$ cat config.mk
export PLATFORM = sky130hd
export DESIGN_NAME = clam_monitor
export DESIGN_NICKNAME = d
export VERILOG_FILES = /design/src/rtl/clam_dummy_unused.sv /design/src/rtl/clam_pkg.sv /design/src/rtl/clam_monitor.sv
export VERILOG_INCLUDE_DIRS = /design/src /design/src/rtl
export SDC_FILE = /design/constraint.sdc
export NUM_CORES = 1
export LEC_CHECK = 0
export ABC_CLOCK_PERIOD_IN_PS = 4410
export BUFFER_PORTS_ARGS = -buffer_cell sky130_fd_sc_hd__buf_2
export CAP_MARGIN = 20
export CELL_PAD_IN_SITES_DETAIL_PLACEMENT = 0
export CELL_PAD_IN_SITES_GLOBAL_PLACEMENT = 1
export CORE_ASPECT_RATIO = 1.1
export CORE_MARGIN = 8
export CORE_UTILIZATION = 46
export DETAILED_ROUTE_END_ITERATION = 7
export PLACE_DENSITY = 0.87
export SLEW_MARGIN = 5
export SYNTH_ARGS = -nofsm -noshare
export SYNTH_HDL_FRONTEND = slang
export SYNTH_SLANG_ARGS = --single-unit
$ cat constraint.sdc
create_clock -name pclk -period 4.41 [get_ports pclk]
set_input_delay 0.2205 -clock pclk [delete_from_list [all_inputs] [get_ports pclk]]
set_output_delay 0.2205 -clock pclk [all_outputs]
set_load 0.05 [all_outputs]
$ cat src/rtl/clam_map.svh
// Register offsets, field positions, reset values and timing constants
`ifndef CLAM_MAP_SVH
`define CLAM_MAP_SVH
`define CLAM_ADDR_W 8
`define CLAM_OFS_FLAGS 8'h00
`define CLAM_OFS_INRUSH 8'h04
`define CLAM_OFS_CTRL_CAP 8'h08
`define CLAM_OFS_MAIN_CAP 8'h0C
`define CLAM_OFS_MEASURE 8'h10
`define CLAM_OFS_SEL_A 8'h14
`define CLAM_OFS_SEL_B 8'h18
`define CLAM_OFS_SEL_C 8'h1C
`define CLAM_OFS_INRUSH_CNT 8'h20
`define CLAM_BIT_CTRL_CAP 0
`define CLAM_BIT_MAIN_CAP 1
`define CLAM_BIT_FAN 2
`define CLAM_BIT_INRUSH 3
`define CLAM_LIFE_FULL 7'h64
`define CLAM_INRUSH_ALARM_PCT 7'h0A
`define CLAM_CTRL_ALARM_PCT 7'h0A
`define CLAM_MAIN_ALARM_PCT 7'h55
`define CLAM_FAN_ALARM_PCT 7'h28
`define CLAM_INRUSH_PER_PCT 14'h270F
`define CLAM_CODE_IDLE 4'h0
`define CLAM_CODE_ARMED 4'h1
`define CLAM_CODE_RUN 4'h2
`define CLAM_CODE_DONE 4'h3
`define CLAM_CODE_FORCED 4'h8
`define CLAM_CODE_ERROR 4'h9
`define CLAM_SEL_SOURCE 8'h5A
`define CLAM_SEL_SINK 8'hBE
`define CLAM_SEL_RESET 8'h00
`define CLAM_CLK_PERIOD_NS 5
`define CLAM_DC_INJECT_NS 1000000000
`define CLAM_DC_INJECT_CYCLES (`CLAM_DC_INJECT_NS / `CLAM_CLK_PERIOD_NS)
`define CLAM_CAP_UNITS_PER_PCT 1000000
`endif

$ cat src/rtl/clam_dummy_unused.sv
// Holds no logic; the whole monitor lives in clam_monitor
`timescale 1ns/10ps
`default_nettype none
`default_nettype wire

$ cat src/rtl/clam_pkg.sv
// Types shared by the life alarm monitor
package clam_pkg;
   typedef enum logic [2:0] {
      MEAS_IDLE, MEAS_ARMED, MEAS_RUN, MEAS_DONE, MEAS_FORCED, MEAS_ERROR
   } clam_meas_e;
   typedef struct packed {
      logic [6:0] inrush;
      logic [6:0] ctrl_cap;
      logic [6:0] main_cap;
   } clam_life_s;
   typedef struct packed {
      logic power_off;
      logic power_restored;
      logic start_cmd;
      logic output_shutoff_input;
      logic motor_present;
      logic motor_coasting;
   } clam_meas_cond_s;
endpackage

$ cat src/rtl/clam_monitor.sv
// Component life alarm monitor with APB register access
//
// Contract
// - Four-bit flags: bit0 control cap, bit1 main cap, bit2 fan, bit3 inrush.
// - Life alarm asserts when any monitored component reaches its threshold; control cap must fall below it.
// - Terminal carries alarm for select code 90, inverted for code 190.
// - Inrush life drops one percent per 10000 activations, from 100 percent.
// - Inrush life at 10 percent sets bit 3 and the alarm.
// - Power-on, undervoltage and inverter reset each count one activation; events in the same cycle count as one.
// - While running, control cap life falls with energizing time and heat.
// - Control cap life below 10 percent sets bit 0 and the alarm.
// - Main cap life updates after each completed measurement.
// - Measured main cap life at or below 85 sets bit 1 and alarm.
// - Measure codes: 0 idle, 1 armed, 2 running, 3 done, 8 forced, 9 error.
// - Armed measurement starts at power-off and drives DC for one second.
// - Restore, start, shutoff, missing or coasting motor end in 8, 9 or 1.
// - Fan speed at or below 40 percent sets bit 2 and the alarm.
//
// Our own choices: the APB register port and the address map.
`timescale 1ns/10ps
`default_nettype none
`include "clam_map.svh"
module clam_monitor #(
   parameter int unsigned DC_INJECT_CYCLES = `CLAM_DC_INJECT_CYCLES,
   parameter int unsigned CAP_UNITS_PER_PCT = `CLAM_CAP_UNITS_PER_PCT
) (
   // Clock and reset
   input wire logic pclk,
   input wire logic presetn,
   // APB slave
   input wire logic psel,
   input wire logic penable,
   input wire logic pwrite,
   input wire logic [`CLAM_ADDR_W-1:0] paddr,
   input wire logic [31:0] pwdata,
   output logic [31:0] prdata,
   output logic pready,
   output logic pslverr,
   // Wear events and sensors
   input wire logic undervoltage_pulse,
   input wire logic inverter_reset_pulse,
   input wire logic running,
   input wire logic energize_tick,
   input wire logic [1:0] heatsink_level,
   input wire logic [6:0] fan_speed_pct,
   // Main capacitor measurement
   input wire clam_pkg::clam_meas_cond_s meas_cond,
   input wire logic [6:0] measured_cap_pct,
   output logic dc_inject_out,
   // Alarm outputs
   output logic life_alarm_out,
   output logic [2:0] terminal_out
);
   ////////////////////////////////////////////////////////////////////////
   logic [3:0] life_alarm_flags_reg;
   logic [6:0] inrush_life_reg, ctrl_life_reg, main_life_reg;
   clam_pkg::clam_life_s life_reg;
   clam_pkg::clam_meas_e meas_reg;
   logic main_measured_reg;
   logic por_pending_reg;
   logic [13:0] inrush_sub_reg;
   logic [19:0] inrush_count_reg;
   logic [31:0] cap_acc_reg;
   logic [31:0] dc_cnt_reg;
   logic [7:0] sel_reg [3];
   logic wr_en;
   logic addr_ok;
   logic activation;

   function automatic logic [3:0] meas_code(input clam_pkg::clam_meas_e s);
      unique case (s)
         clam_pkg::MEAS_IDLE: meas_code = `CLAM_CODE_IDLE;
         clam_pkg::MEAS_ARMED: meas_code = `CLAM_CODE_ARMED;
         clam_pkg::MEAS_RUN: meas_code = `CLAM_CODE_RUN;
         clam_pkg::MEAS_DONE: meas_code = `CLAM_CODE_DONE;
         clam_pkg::MEAS_FORCED: meas_code = `CLAM_CODE_FORCED;
         clam_pkg::MEAS_ERROR: meas_code = `CLAM_CODE_ERROR;
      endcase
   endfunction

   // Terminal drive for one function selection code
   function automatic logic term_drive(input logic [7:0] sel,
                                       input logic alarm);
      if (sel == `CLAM_SEL_SOURCE) begin
         term_drive = alarm;
      end else if (sel == `CLAM_SEL_SINK) begin
         term_drive = ~alarm;
      end else begin
         term_drive = 1'b0;
      end
   endfunction

   ////////////////////////////////////////////////////////////////////////
   // APB decode; zero wait states
   assign pready = 1'b1;
   assign wr_en = psel & penable & pwrite;
   assign life_reg = {inrush_life_reg, ctrl_life_reg, main_life_reg};
   always_comb begin
      unique case (paddr)
         `CLAM_OFS_FLAGS, `CLAM_OFS_INRUSH, `CLAM_OFS_CTRL_CAP,
         `CLAM_OFS_MAIN_CAP, `CLAM_OFS_MEASURE, `CLAM_OFS_SEL_A,
         `CLAM_OFS_SEL_B, `CLAM_OFS_SEL_C,
         `CLAM_OFS_INRUSH_CNT: addr_ok = 1'b1;
         default: addr_ok = 1'b0;
      endcase
   end
   assign pslverr = psel & penable & ~addr_ok;

   always_ff @(posedge pclk or negedge presetn) begin
      if (!presetn) begin
         prdata <= 32'h0000_0000;
      end else if (psel & ~penable & ~pwrite) begin
         unique case (paddr)
            `CLAM_OFS_FLAGS: prdata <= {28'h0, life_alarm_flags_reg};
            `CLAM_OFS_INRUSH: prdata <= {25'h0, life_reg.inrush};
            `CLAM_OFS_CTRL_CAP: prdata <= {25'h0, life_reg.ctrl_cap};
            `CLAM_OFS_MAIN_CAP: prdata <= {25'h0, life_reg.main_cap};
            `CLAM_OFS_MEASURE: prdata <= {28'h0, meas_code(meas_reg)};
            `CLAM_OFS_SEL_A: prdata <= {24'h0, sel_reg[0]};
            `CLAM_OFS_SEL_B: prdata <= {24'h0, sel_reg[1]};
            `CLAM_OFS_SEL_C: prdata <= {24'h0, sel_reg[2]};
            `CLAM_OFS_INRUSH_CNT: prdata <= {12'h0, inrush_count_reg};
            default: prdata <= 32'h0000_0000;
         endcase
      end
   end

   ////////////////////////////////////////////////////////////////////////
   // Output terminal function selection
   for (genvar i = 0; i < 3; i++) begin : g_term
      always_ff @(posedge pclk or negedge presetn) begin
         if (!presetn) begin
            sel_reg[i] <= `CLAM_SEL_RESET;
         end else if (wr_en && paddr == (`CLAM_OFS_SEL_A + 8'(4 * i))) begin
            sel_reg[i] <= pwdata[7:0];
         end
      end
      assign terminal_out[i] = term_drive(sel_reg[i], life_alarm_out);
   end

   ////////////////////////////////////////////////////////////////////////
   // Inrush limiter wear; power-on counts once after reset release
   assign activation = por_pending_reg | undervoltage_pulse
                       | inverter_reset_pulse;
   always_ff @(posedge pclk or negedge presetn) begin
      if (!presetn) begin
         por_pending_reg <= 1'b1;
      end else begin
         por_pending_reg <= 1'b0;
      end
   end
   // Count and life survive only to the next reset; a real part keeps
   // them in nonvolatile storage outside this block.
   always_ff @(posedge pclk or negedge presetn) begin
      if (!presetn) begin
         inrush_count_reg <= 20'h00000;
         inrush_sub_reg <= 14'h0000;
         inrush_life_reg <= `CLAM_LIFE_FULL;
      end else if (activation) begin
         if (inrush_count_reg != 20'hFFFFF) begin
            inrush_count_reg <= inrush_count_reg + 20'h00001;
         end
         if (inrush_sub_reg == `CLAM_INRUSH_PER_PCT) begin
            inrush_sub_reg <= 14'h0000;
            if (inrush_life_reg != 7'h00) begin
               inrush_life_reg <= inrush_life_reg - 7'h01;
            end
         end else begin
            inrush_sub_reg <= inrush_sub_reg + 14'h0001;
         end
      end
   end

   ////////////////////////////////////////////////////////////////////////
   // Control capacitor ageing: hotter heatsink weighs each tick more
   always_ff @(posedge pclk or negedge presetn) begin
      if (!presetn) begin
         cap_acc_reg <= 32'h0000_0000;
         ctrl_life_reg <= `CLAM_LIFE_FULL;
      end else if (running && energize_tick) begin
         if (cap_acc_reg + 32'(heatsink_level) + 32'h1
             >= 32'(CAP_UNITS_PER_PCT)) begin
            cap_acc_reg <= 32'h0000_0000;
            if (ctrl_life_reg != 7'h00) begin
               ctrl_life_reg <= ctrl_life_reg - 7'h01;
            end
         end else begin
            cap_acc_reg <= cap_acc_reg + 32'(heatsink_level) + 32'h1;
         end
      end
   end

   ////////////////////////////////////////////////////////////////////////
   // Main capacitor measurement sequence
   always_ff @(posedge pclk or negedge presetn) begin
      if (!presetn) begin
         meas_reg <= clam_pkg::MEAS_IDLE;
         dc_cnt_reg <= 32'h0000_0000;
      end else begin
         unique case (meas_reg)
            clam_pkg::MEAS_ARMED: begin
               if (wr_en && paddr == `CLAM_OFS_MEASURE
                   && pwdata[3:0] == `CLAM_CODE_IDLE) begin
                  meas_reg <= clam_pkg::MEAS_IDLE;
               end else if (meas_cond.power_off) begin
                  // Shutoff keeps the arm pending
                  if (!meas_cond.motor_present || meas_cond.motor_coasting) begin
                     meas_reg <= clam_pkg::MEAS_ERROR;
                  end else if (!meas_cond.output_shutoff_input) begin
                     meas_reg <= clam_pkg::MEAS_RUN;
                     dc_cnt_reg <= 32'h0000_0000;
                  end
               end
            end
            clam_pkg::MEAS_RUN: begin
               if (meas_cond.power_restored || meas_cond.start_cmd
                   || meas_cond.output_shutoff_input) begin
                  meas_reg <= clam_pkg::MEAS_FORCED;
               end else if (!meas_cond.motor_present
                            || meas_cond.motor_coasting) begin
                  meas_reg <= clam_pkg::MEAS_ERROR;
               end else if (dc_cnt_reg == 32'(DC_INJECT_CYCLES - 1)) begin
                  meas_reg <= clam_pkg::MEAS_DONE;
               end else begin
                  dc_cnt_reg <= dc_cnt_reg + 32'h1;
               end
            end
            default: begin
               // Code 2 cannot be set; only 0 and 1 are accepted
               if (wr_en && paddr == `CLAM_OFS_MEASURE) begin
                  if (pwdata[3:0] == `CLAM_CODE_ARMED) begin
                     meas_reg <= clam_pkg::MEAS_ARMED;
                  end else if (pwdata[3:0] == `CLAM_CODE_IDLE) begin
                     meas_reg <= clam_pkg::MEAS_IDLE;
                  end
               end
            end
         endcase
      end
   end
   assign dc_inject_out = (meas_reg == clam_pkg::MEAS_RUN);

   always_ff @(posedge pclk or negedge presetn) begin
      if (!presetn) begin
         main_life_reg <= `CLAM_LIFE_FULL;
         main_measured_reg <= 1'b0;
      end else if (meas_reg == clam_pkg::MEAS_RUN
                   && !meas_cond.power_restored && !meas_cond.start_cmd
                   && !meas_cond.output_shutoff_input
                   && meas_cond.motor_present && !meas_cond.motor_coasting
                   && dc_cnt_reg == 32'(DC_INJECT_CYCLES - 1)) begin
         main_life_reg <= measured_cap_pct;
         main_measured_reg <= 1'b1;
      end
   end

   ////////////////////////////////////////////////////////////////////////
   // Status word and alarm; main cap bit needs a completed measurement
   always_ff @(posedge pclk or negedge presetn) begin
      if (!presetn) begin
         life_alarm_flags_reg <= 4'h0;
      end else begin
         life_alarm_flags_reg[`CLAM_BIT_CTRL_CAP] <=
            life_reg.ctrl_cap < `CLAM_CTRL_ALARM_PCT;
         life_alarm_flags_reg[`CLAM_BIT_MAIN_CAP] <= main_measured_reg
            && life_reg.main_cap <= `CLAM_MAIN_ALARM_PCT;
         life_alarm_flags_reg[`CLAM_BIT_FAN] <=
            fan_speed_pct <= `CLAM_FAN_ALARM_PCT;
         life_alarm_flags_reg[`CLAM_BIT_INRUSH] <=
            life_reg.inrush <= `CLAM_INRUSH_ALARM_PCT;
      end
   end
   assign life_alarm_out = |life_alarm_flags_reg;

   ////////////////////////////////////////////////////////////////////////
   // Checks
   inrush_flag_a: assert property (
      @(posedge pclk) disable iff (!presetn)
      life_reg.inrush <= `CLAM_INRUSH_ALARM_PCT
      |=> life_alarm_flags_reg[`CLAM_BIT_INRUSH])
      else $error("inrush flag not set at low life");
   inrush_step_a: assert property (
      @(posedge pclk) disable iff (!presetn)
      $changed(life_reg.inrush) |-> $past(inrush_sub_reg) ==
      `CLAM_INRUSH_PER_PCT && $past(activation))
      else $error("inrush life stepped at wrong count");
   activation_count_a: assert property (
      @(posedge pclk) disable iff (!presetn)
      (activation && inrush_count_reg != 20'hFFFFF)
      |=> inrush_count_reg == $past(inrush_count_reg) + 20'h00001)
      else $error("activation not counted");
   ctrl_flag_a: assert property (
      @(posedge pclk) disable iff (!presetn)
      ##1 life_alarm_flags_reg[`CLAM_BIT_CTRL_CAP] ==
      ($past(life_reg.ctrl_cap) < `CLAM_CTRL_ALARM_PCT))
      else $error("control cap flag wrong");
   ctrl_idle_a: assert property (
      @(posedge pclk) disable iff (!presetn)
      !running |=> $stable(life_reg.ctrl_cap))
      else $error("control cap aged while stopped");
   main_flag_a: assert property (
      @(posedge pclk) disable iff (!presetn)
      (main_measured_reg && life_reg.main_cap <= `CLAM_MAIN_ALARM_PCT)
      |=> life_alarm_out)
      else $error("main cap alarm missing");
   fan_flag_a: assert property (
      @(posedge pclk) disable iff (!presetn)
      fan_speed_pct <= `CLAM_FAN_ALARM_PCT |=>
      life_alarm_flags_reg[`CLAM_BIT_FAN] && life_alarm_out)
      else $error("fan flag or alarm missing");
   alarm_or_a: assert property (
      @(posedge pclk) disable iff (!presetn)
      life_alarm_out == (life_alarm_flags_reg != 4'h0))
      else $error("alarm not OR of flags");
   term_route_a: assert property (
      @(posedge pclk) disable iff (!presetn)
      sel_reg[1] == `CLAM_SEL_SINK |-> terminal_out[1] == !life_alarm_out)
      else $error("sink terminal not inverted");
   start_forced_a: assert property (
      @(posedge pclk) disable iff (!presetn)
      (meas_reg == clam_pkg::MEAS_RUN && meas_cond.start_cmd)
      |=> meas_reg == clam_pkg::MEAS_FORCED && !dc_inject_out)
      else $error("start during measurement not forced");
   arm_start_a: assert property (
      @(posedge pclk) disable iff (!presetn)
      (meas_reg == clam_pkg::MEAS_ARMED && meas_cond.power_off
       && meas_cond.motor_present && !meas_cond.motor_coasting
       && !meas_cond.output_shutoff_input && !wr_en)
      |=> dc_inject_out && dc_cnt_reg == 32'h0)
      else $error("measurement did not start at power-off");
   done_cover_c: cover property (
      @(posedge pclk) disable iff (!presetn)
      meas_reg == clam_pkg::MEAS_RUN ##1 meas_reg == clam_pkg::MEAS_DONE);
   forced_cover_c: cover property (
      @(posedge pclk) disable iff (!presetn)
      meas_reg == clam_pkg::MEAS_FORCED);
   alarm_cover_c: cover property (
      @(posedge pclk) disable iff (!presetn) $rose(life_alarm_out));
endmodule
`default_nettype wire

==> results of run 1 <==
final timing paths:
kind / startpoint / to / slack (ns)
worst max-delay path: cap_acc_reg[1] / cap_acc_reg[6] / 0.54
worst min-delay path: measured_cap_pct[0] / main_life_reg[0] / 0.03
worst max register to register: cap_acc_reg[1] / cap_acc_reg[6] / 0.54
worst min register to register: prdata[10] / prdata[10] / 0.46
max in group asynchronous: presetn / por_pending_reg / 3.00
min in group asynchronous: presetn / cap_acc_reg[18] / 0.45
metrics by stage:
| stage | cell area, um^2 | hold WS, ns | util, % | total power, mW |
|---|---|---|---|---|
| after detailed placement | 9580 | 0.358 | 50.0 | 2.40 |
| after CTS | 10200 | 0.00853 | 53.0 | 3.82 |
| after floorplan | 9060 | -0.0751 | - | 2.24 |
| after global routing | 10200 | 0.0183 | 53.0 | 3.96 |
| after global placement | 9580 | 0.366 | 50.0 | 2.38 |
| final | 10200 | 0.0259 | 53.0 | 3.77 |
power by group through the flow:
stage          clock, mW  combinational [mW]  sequential, mW
6_report            1.40               0.489            1.88
5_1_grt             1.50               0.550            1.91
4_1_cts             1.44               0.495            1.88
3_5_place_dp           0               0.491            1.91
3_3_place_gp           0               0.478            1.91
2_1_floorplan          0               0.360            1.88
critical path, stage by stage (launching register included):
cell,delay [ns]
dfrtp_1,0.39
ha_1,0.28
nor2b_1,0.16
o211ai_1,0.84
mux2i_1,0.17
a2111o_1,0.43
o311a_1,0.40
a21oi_4,0.39
nand2_1,0.38
o41ai_1,0.33
area by class of cell:
class                           count  area share (%)
Antenna cell                        1          0.0246
Clock inverter                     13            1.07
Sequential cell                   172            42.5
Tap cell                          247            3.04
Timing Repair Buffer               83            4.62
Multi-Input combinational cell    687            43.4
Inverter                           29            1.07
Clock buffer                       19            4.26
cell usage in the layout (no fill, tap or decap), types with 18 or more instances in the layout:
master     n
a21oi_1   27
o21ai_0   32
and2_1    19
buf_2     71
mux2_2    33
dfrtp_1  162
nor3_1    29
inv_1     29
xor2_1    28
nand3_1   55
nor2_1    75
or3_1     18
and3_1    21
nand4_1   21
xnor2_1   35
nand2_1   94
cells by family (layout without fill, tap and decap cells):
kind of cell	Yosys count	count (layout)	share of synthesized area [%]
xor+xnor	63	63	6.12
mux	36	36	4.45
other cells	2	15	0.0833
compound gates	159	159	12.5
flops	172	172	47.9
simple gates	403	403	23.4
fa+ha+maj	12	12	1.75
buf+inv	74	144	3.89
per-layer routing:
layer / track usage [%] / routed length (um)
met1: 22.3 / 9480
met2: 27.4 / 9590
met3: 3.25 / 889
met4: 6.11 / 310
met5: 0 / 10
==> results by group, run 1 <==
Pwr
  • Comb pwr share: a little over an eighth
  • Reg power frac: about 50%
  • Sw power: 1.12 mW
  • Net Sw Frac: 29.8%
  • Peak supply drop: a little over 0.3 mV
  • PD cells: about 370 mW/mm^2
  • Clock power frac: 37.1%
  • P_int: approximately 2.6 mW
  • Lkg Pwr: 4.52 nW

Critical path
  • Crit path DAT: roughly 4.2 ns
  • CP endpoint kind: register
  • Data required, critical path: around 4.7 ns
  • Startpoint types: register
  • CP max FO: 14
  • Worst R2R Path Depth: 9
  • Crit path kind: reg -> reg

Clocking
  • PostCTS Resize Cnt: 0
  • Post-CTS Hold Buffers: 3
  • Root buf cell: clkbuf_16
  • Clock Sink Count: roughly 170
  • Post-CTS Setup Inserts: 0
  • Number of CTS-inserted buffers: 17
  • H-tree levels: 4
  • Clk Latency, worst-skew pair: about 0.43 ns
  • Clk slew on worst S/H paths: about 0.07 ns
  • CTS Buffer Depth: 2
  • CTS tree: done

Logic synthesis
  • Yosys reg bits: approximately 170
  • Warning count from the yosys run: 0
  • Most common cell in the netlist: dfrtp_1
  • Register area share after synthesis: 47.9%
  • Post-synthesis instance total: approximately 900
  • Post-synth EDFFs: 0
  • Ys flop type: dfrtp_1
  • Distinct cells, synth: 75
  • Mapped Area: 0.00902 mm^2
  • Synth area leaders: dfrtp_1, mux2_2, nand2_1, xnor2_1, nor2_1
  • Ys async rst share: 100%
  • Most frequent cells after synthesis: dfrtp_1, nand2_1, nor2_1, nand3_1, xnor2_1
  • Synth area leader: dfrtp_1
  • Avg Inst Size Synth: between 9 and 10 um^2
  • Area share of the largest cell type after synthesis: 45.0%

Layout
  • Area growth from synthesis to layout: 12.6%
  • Fill count: between 1,500 and 2,000
  • Final Non-Filler Cells: about 1,300
  • Layout Nets: 1,073
  • Reg area: about 0.0043 mm^2
  • Area occupied by multi-input gates: between 0.004 and 0.005 mm^2
  • Share of layout cells above drive strength 1: between 10% and 20%

Global route
  • Initial antenna violation count: 2
  • Largest net degree at the start of global routing: 92
  • Global-route wire length before repair: ~34,000 um
  • Total grt overflow: 0
  • Total GRT Usage: ~17%
  • Number of global-route vias before repair: about 6,800

Die
  • Die area: between 0.02 and 0.025 mm^2
  • Die X-Extent: about 150 um
  • Starting Density: 47.0%
  • # IOs: 110
  • Core box area: 0.0192 mm^2
  • Row Count: 53
  • Die H: roughly 160 um

STA
  • Fin crit period: 3.87 ns
  • Final worst-path cycle share: slightly below 90%
  • Setup ws final: 0.542 ns
  • Endpoints failing hold: 0
  • Clock Skew: between 0.009 and 0.01 ns
  • RSZ-0062 raised after global routing: no
  • Fin. max-slew vios: 0
  • Worst slew margin: ~29%
  • Peak Freq: ~260 MHz
  • Setup TNS: 0 ns
  • Worst Max-Slew Pin Slew: ~1.1 ns
  • Setup violators final: 0

Detailed routing
  • TritonRoute pass-1 iters: 5
  • Detail Route Antenna Nets: 0
  • Via density: around 5.6
  • DR iter-0 viols: between 500 and 600
  • Final wirelength: around 20,000 um
  • DRC: 0
  • Via count: slightly above 7,000
  • Wire per inst: approximately 16 um

Run
  • Max Cap Violations: 0

Worst hold path
  • Worst hold-check path type: in -> reg
  • WHS Path Cells: 2

Place
  • Post-DP HPWL: between 10,000 and 15,000 um
  • Number of I/O port buffers: 72
  • GP Congestion: just over 0.8
  • Pre-CTS setup slack: between 0.5 and 0.6 ns
  • Placed cells: about 1,200

Status
  • Status: complete, no violations
Note: power is estimated with default switching activity, not from simulation.
==> inputs of run 2 (changes only) <==
ABC_AREA = 1   (was default)
CORE_MARGIN = default   (was 8)
CORE_UTILIZATION = 44   (was 46)
TNS_END_PERCENT = 1   (was default)
==> results by group, run 2 <==
STA
  • RSZ-0062 raised after global routing: no
  • Setup ws final: around 1.3 ns
  • Worst slew margin: approximately two fifths
  • Fin crit period: about 3.1 ns
  • Fin. max-slew vios: 0
  • Peak Freq: between 300 and 400 MHz
  • Endpoints failing hold: 0
  • Setup TNS: 0 ns
  • Final worst-path cycle share: between 70% and 80%
  • Setup violators final: 0
  • Clock Skew: 0.0138 ns
  • Worst Max-Slew Pin Slew: around 0.9 ns

Logic synthesis
  • Post-synthesis instance total: between 1,000 and 1,500
  • Area share of the largest cell type after synthesis: around 40%
  • Avg Inst Size Synth: between 7 and 8 um^2
  • Ys flop type: dfrtp_1
  • Synth area leader: dfrtp_1
  • Distinct cells, synth: 48
  • Post-synth EDFFs: 0
  • Register area share after synthesis: between 40 and 50%
  • Most common cell in the netlist: nand2_1
  • Most frequent cells after synthesis: nand2_1, inv_1, dfrtp_1, nor2_1, o21ai_0
  • Mapped Area: ~0.010 mm^2
  • Warning count from the yosys run: 0
  • Synth area leaders: dfrtp_1, nand2_1, inv_1, nor2_1, xor2_1
  • Yosys reg bits: between 150 and 200
  • Ys async rst share: 100%

Pwr
  • Peak supply drop: approximately 0.25 mV
  • Design Power: roughly 4.5 mW
  • PD cells: ~400 mW/mm^2
  • Lkg Pwr: 5.46 nW

Place
  • Post-DP HPWL: 18,500 um
  • Number of I/O port buffers: between 70 and 80
  • GP Congestion: 0.875
  • Pre-CTS setup slack: 1.26 ns
  • Placed cells: around 1,700

Layout
  • Area growth from synthesis to layout: 12.0%
  • Most frequent cells in the layout: nand2_1, inv_1, dfrtp_1
  • Fill count: about 2,200
  • Final Non-Filler Cells: approximately 1,700
  • N_diodes: 0
  • Commonest non-fill, non-tap cell in the layout: nand2_1
  • Layout Nets: 1,507
  • Share of layout cells above drive strength 1: 10.5%

Global route
  • Total grt overflow: 0
  • Number of global-route vias before repair: 8,584
  • Total GRT Usage: a little under a quarter
  • Global-route wire length before repair: roughly 42,000 um
  • Initial antenna violation count: 0
  • Largest net degree at the start of global routing: 95

Run
  • Max Cap Violations: 0

Detailed routing
  • Via count: about 8,800
  • Final wirelength: between 20,000 and 25,000 um
  • TritonRoute pass-1 iters: 5
  • Highest routed metal layer: met4
  • Routed metal-1 wire length: 11,700 um
  • Wire per inst: between 10 and 15 um
  • Met3 wire length: a little over 800 um
  • DRC: 0
  • Detail Route Antenna Nets: 0
  • Metal2 WL: 11,800 um
  • Via density: between 5 and 6
  • DR iter-0 viols: 486

Die
  • Starting Density: about 45%
  • Die area: ~0.023 mm^2
  • Core box area: 0.0223 mm^2
  • Die X-Extent: about 150 um
  • Row Count: 57
  • Die H: approximately 160 um
  • # IOs: 110

Worst hold path
  • Worst hold-check path type: in -> reg

Critical path
  • Startpoint types: register
  • CP max FO: 32
  • Crit path kind: reg -> reg
  • Data required, critical path: roughly 4.7 ns
  • CP endpoint kind: register
  • Crit path DAT: 3.45 ns

Clocking
  • Number of CTS-inserted buffers: 17
  • Clk slew on worst S/H paths: 0.07 ns
  • Post-CTS Setup Inserts: 0
  • Clk Latency, worst-skew pair: 0.44 ns
  • CTS Buffer Depth: 2
  • PostCTS Resize Cnt: 0
  • H-tree levels: 4
  • Post-CTS Hold Buffers: 5
  • CTS tree: done
  • Clock Sink Count: ~170
  • Root buf cell: clkbuf_16

Status
  • Status: complete, no violations
## run 2: cell types whose count changed after synthesis, sizes merged, moves of 14 or more
cell	delta
nand2	+275
inv	+158
nor2	+73
o21ai	+64
xnor2	-34
mux2	-33
nand4	+27
xor2	+25
nand3	+22
and3	-21
and2	-19
or3	-18
nor3	+14
## run 2: critical path, cell delays in order (launching register included)
cell	delay, ns
dfrtp_1	0.34
inv_1	0.05
ha_1	0.21
fa_1	0.49
nor2_8	0.22
nand2_2	0.12
nor2_4	0.16
nand2_1	0.08
nand2_1	0.09
nand2_1	0.05
nor2_1	0.08
nand3_1	0.07
nand2_1	0.08
nand2_1	0.06
nand2_2	0.50
nand3_1	0.24
nand2_1	0.11
nand2_1	0.05
## run 2: metal layers
layer / vias up / GRT usage [%]
met1: 4118 / 30.3
met4: 0 / 7.99
met2: 171 / 37.2
met5: - / 0
li1: 4510 / -
met3: 45 / 3.15
## run 2: final timing paths
path                       slack (ns)           startpoint  cells after the start                  to
max reg2reg                      1.29       cap_acc_reg[0]                     17    ctrl_life_reg[0]
min reg2reg                      0.47   inrush_life_reg[6]                      2  inrush_life_reg[6]
min                              0.02  measured_cap_pct[3]                      3    main_life_reg[3]
min in group asynchronous        0.43              presetn                      2     cap_acc_reg[26]
max                              1.29       cap_acc_reg[0]                     17    ctrl_life_reg[0]
max in group asynchronous        2.79              presetn                      3          prdata[12]
## run 2: area by class of cell
cell class	instances	area, um^2	share of cell area [%]
multi-input combinational	963	4810	42.8
sequential	172	4320	38.4
inverter	187	702	6.25
timing repair buffer	83	462	4.11
clock buffer	17	425	3.79
tap	295	369	3.29
clock inverter	15	148	1.31
## run 2: logic make-up after synthesis
group           count (synthesis)  share of synthesized area (%)
other cells                     2                         0.0749
buf+inv                       226                           9.42
compound gates                170                           9.56
flops                         172                           43.0
xor+xnor                       54                           4.72
simple gates                  713                           31.6
fa+ha+maj                      12                           1.57
## run 2: power by group
| part | switching (mW) | internal, mW | total, mW |
|---|---|---|---|
| registers | 0.239 | 1.80 | 2.03 |
| logic | 0.672 | 0.324 | 0.995 |
| clock network | 0.735 | 0.754 | 1.49 |
| total | 1.65 | 2.87 | 4.52 |
## run 2: per-stage QoR
step	area, um^2	hold WS, ns	util (%)
floorplan	10100	-0.0751	-
global placement	10600	0.375	47.7
detailed placement	10600	0.376	47.7
CTS	11200	0.00198	50.5
global route	11200	0.0169	50.5
finish	11200	0.0162	50.5
==> inputs of run 3 (changes only) <==
ABC_CLOCK_PERIOD_IN_PS = 3070   (was 4410)
clock period = 3.07 ns   (was 4.41 ns; I/O delays follow)
==> results by group, run 3 (synthesized netlist as in run 2, its figures left out) <==
Status
  • Status: complete, no violations

Die
  • Die area: between 0.02 and 0.025 mm^2
  • Core box area: 0.0223 mm^2
  • Die H: 160 um
  • Row Count: 57
  • Die X-Extent: 146 um
  • Starting Density: around 45%
  • # IOs: 110

Clocking
  • Post-CTS Hold Buffers: 10
  • Clk Latency, worst-skew pair: approximately 0.44 ns
  • PostCTS Resize Cnt: 0
  • Root buf cell: clkbuf_16
  • Number of CTS-inserted buffers: 17
  • CTS tree: done
  • Post-CTS Setup Inserts: 0
  • Clk slew on worst S/H paths: approximately 0.08 ns
  • H-tree levels: 4
  • Clock Sink Count: approximately 170
  • CTS Buffer Depth: 2

STA
  • Minimum hold slack: around 0.00042 ns
  • Worst Max-Slew Pin Slew: approximately 0.84 ns
  • Clock Skew: roughly 0.014 ns
  • Fin crit period: between 2 and 3 ns
  • RSZ-0062 raised after global routing: no
  • Worst slew margin: roughly 44%
  • Fin. max-slew vios: 0
  • Endpoints failing hold: 0
  • Final worst-path cycle share: approximately 92%
  • Setup violators final: 0
  • Peak Freq: 356 MHz

Place
  • GP Congestion: around 0.87
  • Number of I/O port buffers: 72
  • Post-DP HPWL: about 19,000 um

Layout
  • Most frequent cells in the layout: nand2_1, inv_1, dfrtp_1
  • Share of layout cells above drive strength 1: a little over a tenth
  • Area occupied by multi-input gates: between 0.004 and 0.005 mm^2
  • Commonest non-fill, non-tap cell in the layout: nand2_1
  • Reg area: between 0.004 and 0.005 mm^2
  • Layout Nets: approximately 1,500
  • N_diodes: 0
  • Fill count: between 2,000 and 2,500
  • Area growth from synthesis to layout: 14.2%

Pwr
  • PD cells: a little under 600 mW/mm^2
  • Net Sw Frac: around a third
  • Lkg Pwr: between 5 and 6 nW
  • Design Power: 6.83 mW
  • Clock power frac: between 30% and 40%
  • P_int: roughly 4.5 mW
  • Reg power frac: between 40% and 50%
  • Peak supply drop: approximately 0.36 mV
  • Sw power: around 2.3 mW
  • Comb pwr share: roughly a fifth

Detailed routing
  • Final wirelength: about 25,000 um
  • Via density: 5.15
  • Detail Route Antenna Nets: 0
  • DRC: 0
  • TritonRoute pass-1 iters: 5
  • Wire per inst: roughly 15 um
  • DR iter-0 viols: 578
  • Via count: approximately 9,000

Critical path
  • Reg-to-reg slack, setup: around 0.26 ns
  • Startpoint types: register
  • Crit path DAT: about 3.1 ns
  • Slowest CP cell: fa_1
  • Critical Path, Cell by Cell: inv_1 > ha_1 > fa_1 > nor2_8 > nand3_2 > nor2_2 > nand2_1 > xor2_1 > nor2_1 > nand2_1 > nor2_2 > nand2_2 > buf_4 > nand4_1 > nand2_1
  • CP endpoint kind: register
  • Most used cell, CP: nand2_1
  • Reg2reg end: ctrl_life_reg[3]
  • Crit path kind: reg -> reg
  • CP Capture Point: ctrl_life_reg[3]
  • CP startpoint: cap_acc_reg[0]
  • Data required, critical path: roughly 3.4 ns
  • Worst R2R Path Depth: 15
  • Reg-to-Reg Start: cap_acc_reg[0]
  • Max stage delay on crit path: about 0.5 ns
  • CP max FO: 11

Global route
  • Largest net degree at the start of global routing: between 60 and 70
  • Global-route wire length before repair: 43,000 um
  • Initial antenna violation count: 0
  • Total grt overflow: 0
  • Number of global-route vias before repair: approximately 8,800
  • Total GRT Usage: between 20% and 30%

Run
  • Max Cap Violations: 0

Worst hold path
  • Worst hold-check path type: in -> reg
  • Worst hold start: pwdata[7]
  • WHS Path Cells: 3
[run 3: power by group through the flow]
stage                     logic [mW]  registers [mW]  clock network, mW
final                           1.46            2.92               2.45
after global routing            1.66            2.97               2.58
after CTS                       1.46            2.92               2.50
after detailed placement        1.44            2.96                  0
after global placement          1.41            2.95                  0
after floorplan                 1.10            2.86                  0
[run 3: worst min-delay path by stage]
stage                           endpoint  slack (ns)
after floorplan           cap_acc_reg[0]       -0.14
after global placement    cap_acc_reg[3]        0.21
after detailed placement  cap_acc_reg[3]        0.22
after CTS                    sel_reg[15]       0.001
after global routing         sel_reg[23]        0.02
final                        sel_reg[15]      0.0004
[run 3: routing by layer]
layer / vias up / track usage [%] / wire length, um / part of all wire (%)
li1: 4529 / - / - / -
met1: 4219 / 30.1 / 12100 / 47
met2: 188 / 38.5 / 12000 / 47
met3: 39 / 2.81 / 861 / 3.4
met4: 0 / 8.04 / 538 / 2.1
met5: - / 0 / 0 / 0
[run 3: final cells by class]
| class | count | area share, % |
|---|---|---|
| clock buffer | 17 | 3.72 |
| clock inverter | 15 | 2.05 |
| inverter | 187 | 6.13 |
| multi-input combinational | 963 | 42.0 |
| sequential | 172 | 37.7 |
| tap | 295 | 3.22 |
| timing repair buffer | 95 | 5.15 |
[run 3: worst max-delay path, delay by kind of cell, from the launching register on]
kind          cells  cell delay [ns]
fa+ha+maj         2             0.71
xor+xnor          1             0.15
buf+inv           2             0.28
simple gates     10             1.24
flops             1             0.33
[run 3: metrics by stage]
stage               worst slack (ns)  area, um^2  instances  TNS, ns  util, %
global placement               0.307       10700       1702        0     48.0
CTS                            0.236       11400       1744        0     51.5
floorplan                     -0.505       10100       1361    -1.47        -
finish                         0.257       11400       1744        0     51.5
global route                  0.0143       11400       1744        0     51.5
detailed placement             0.252       10700       1702        0     48.0
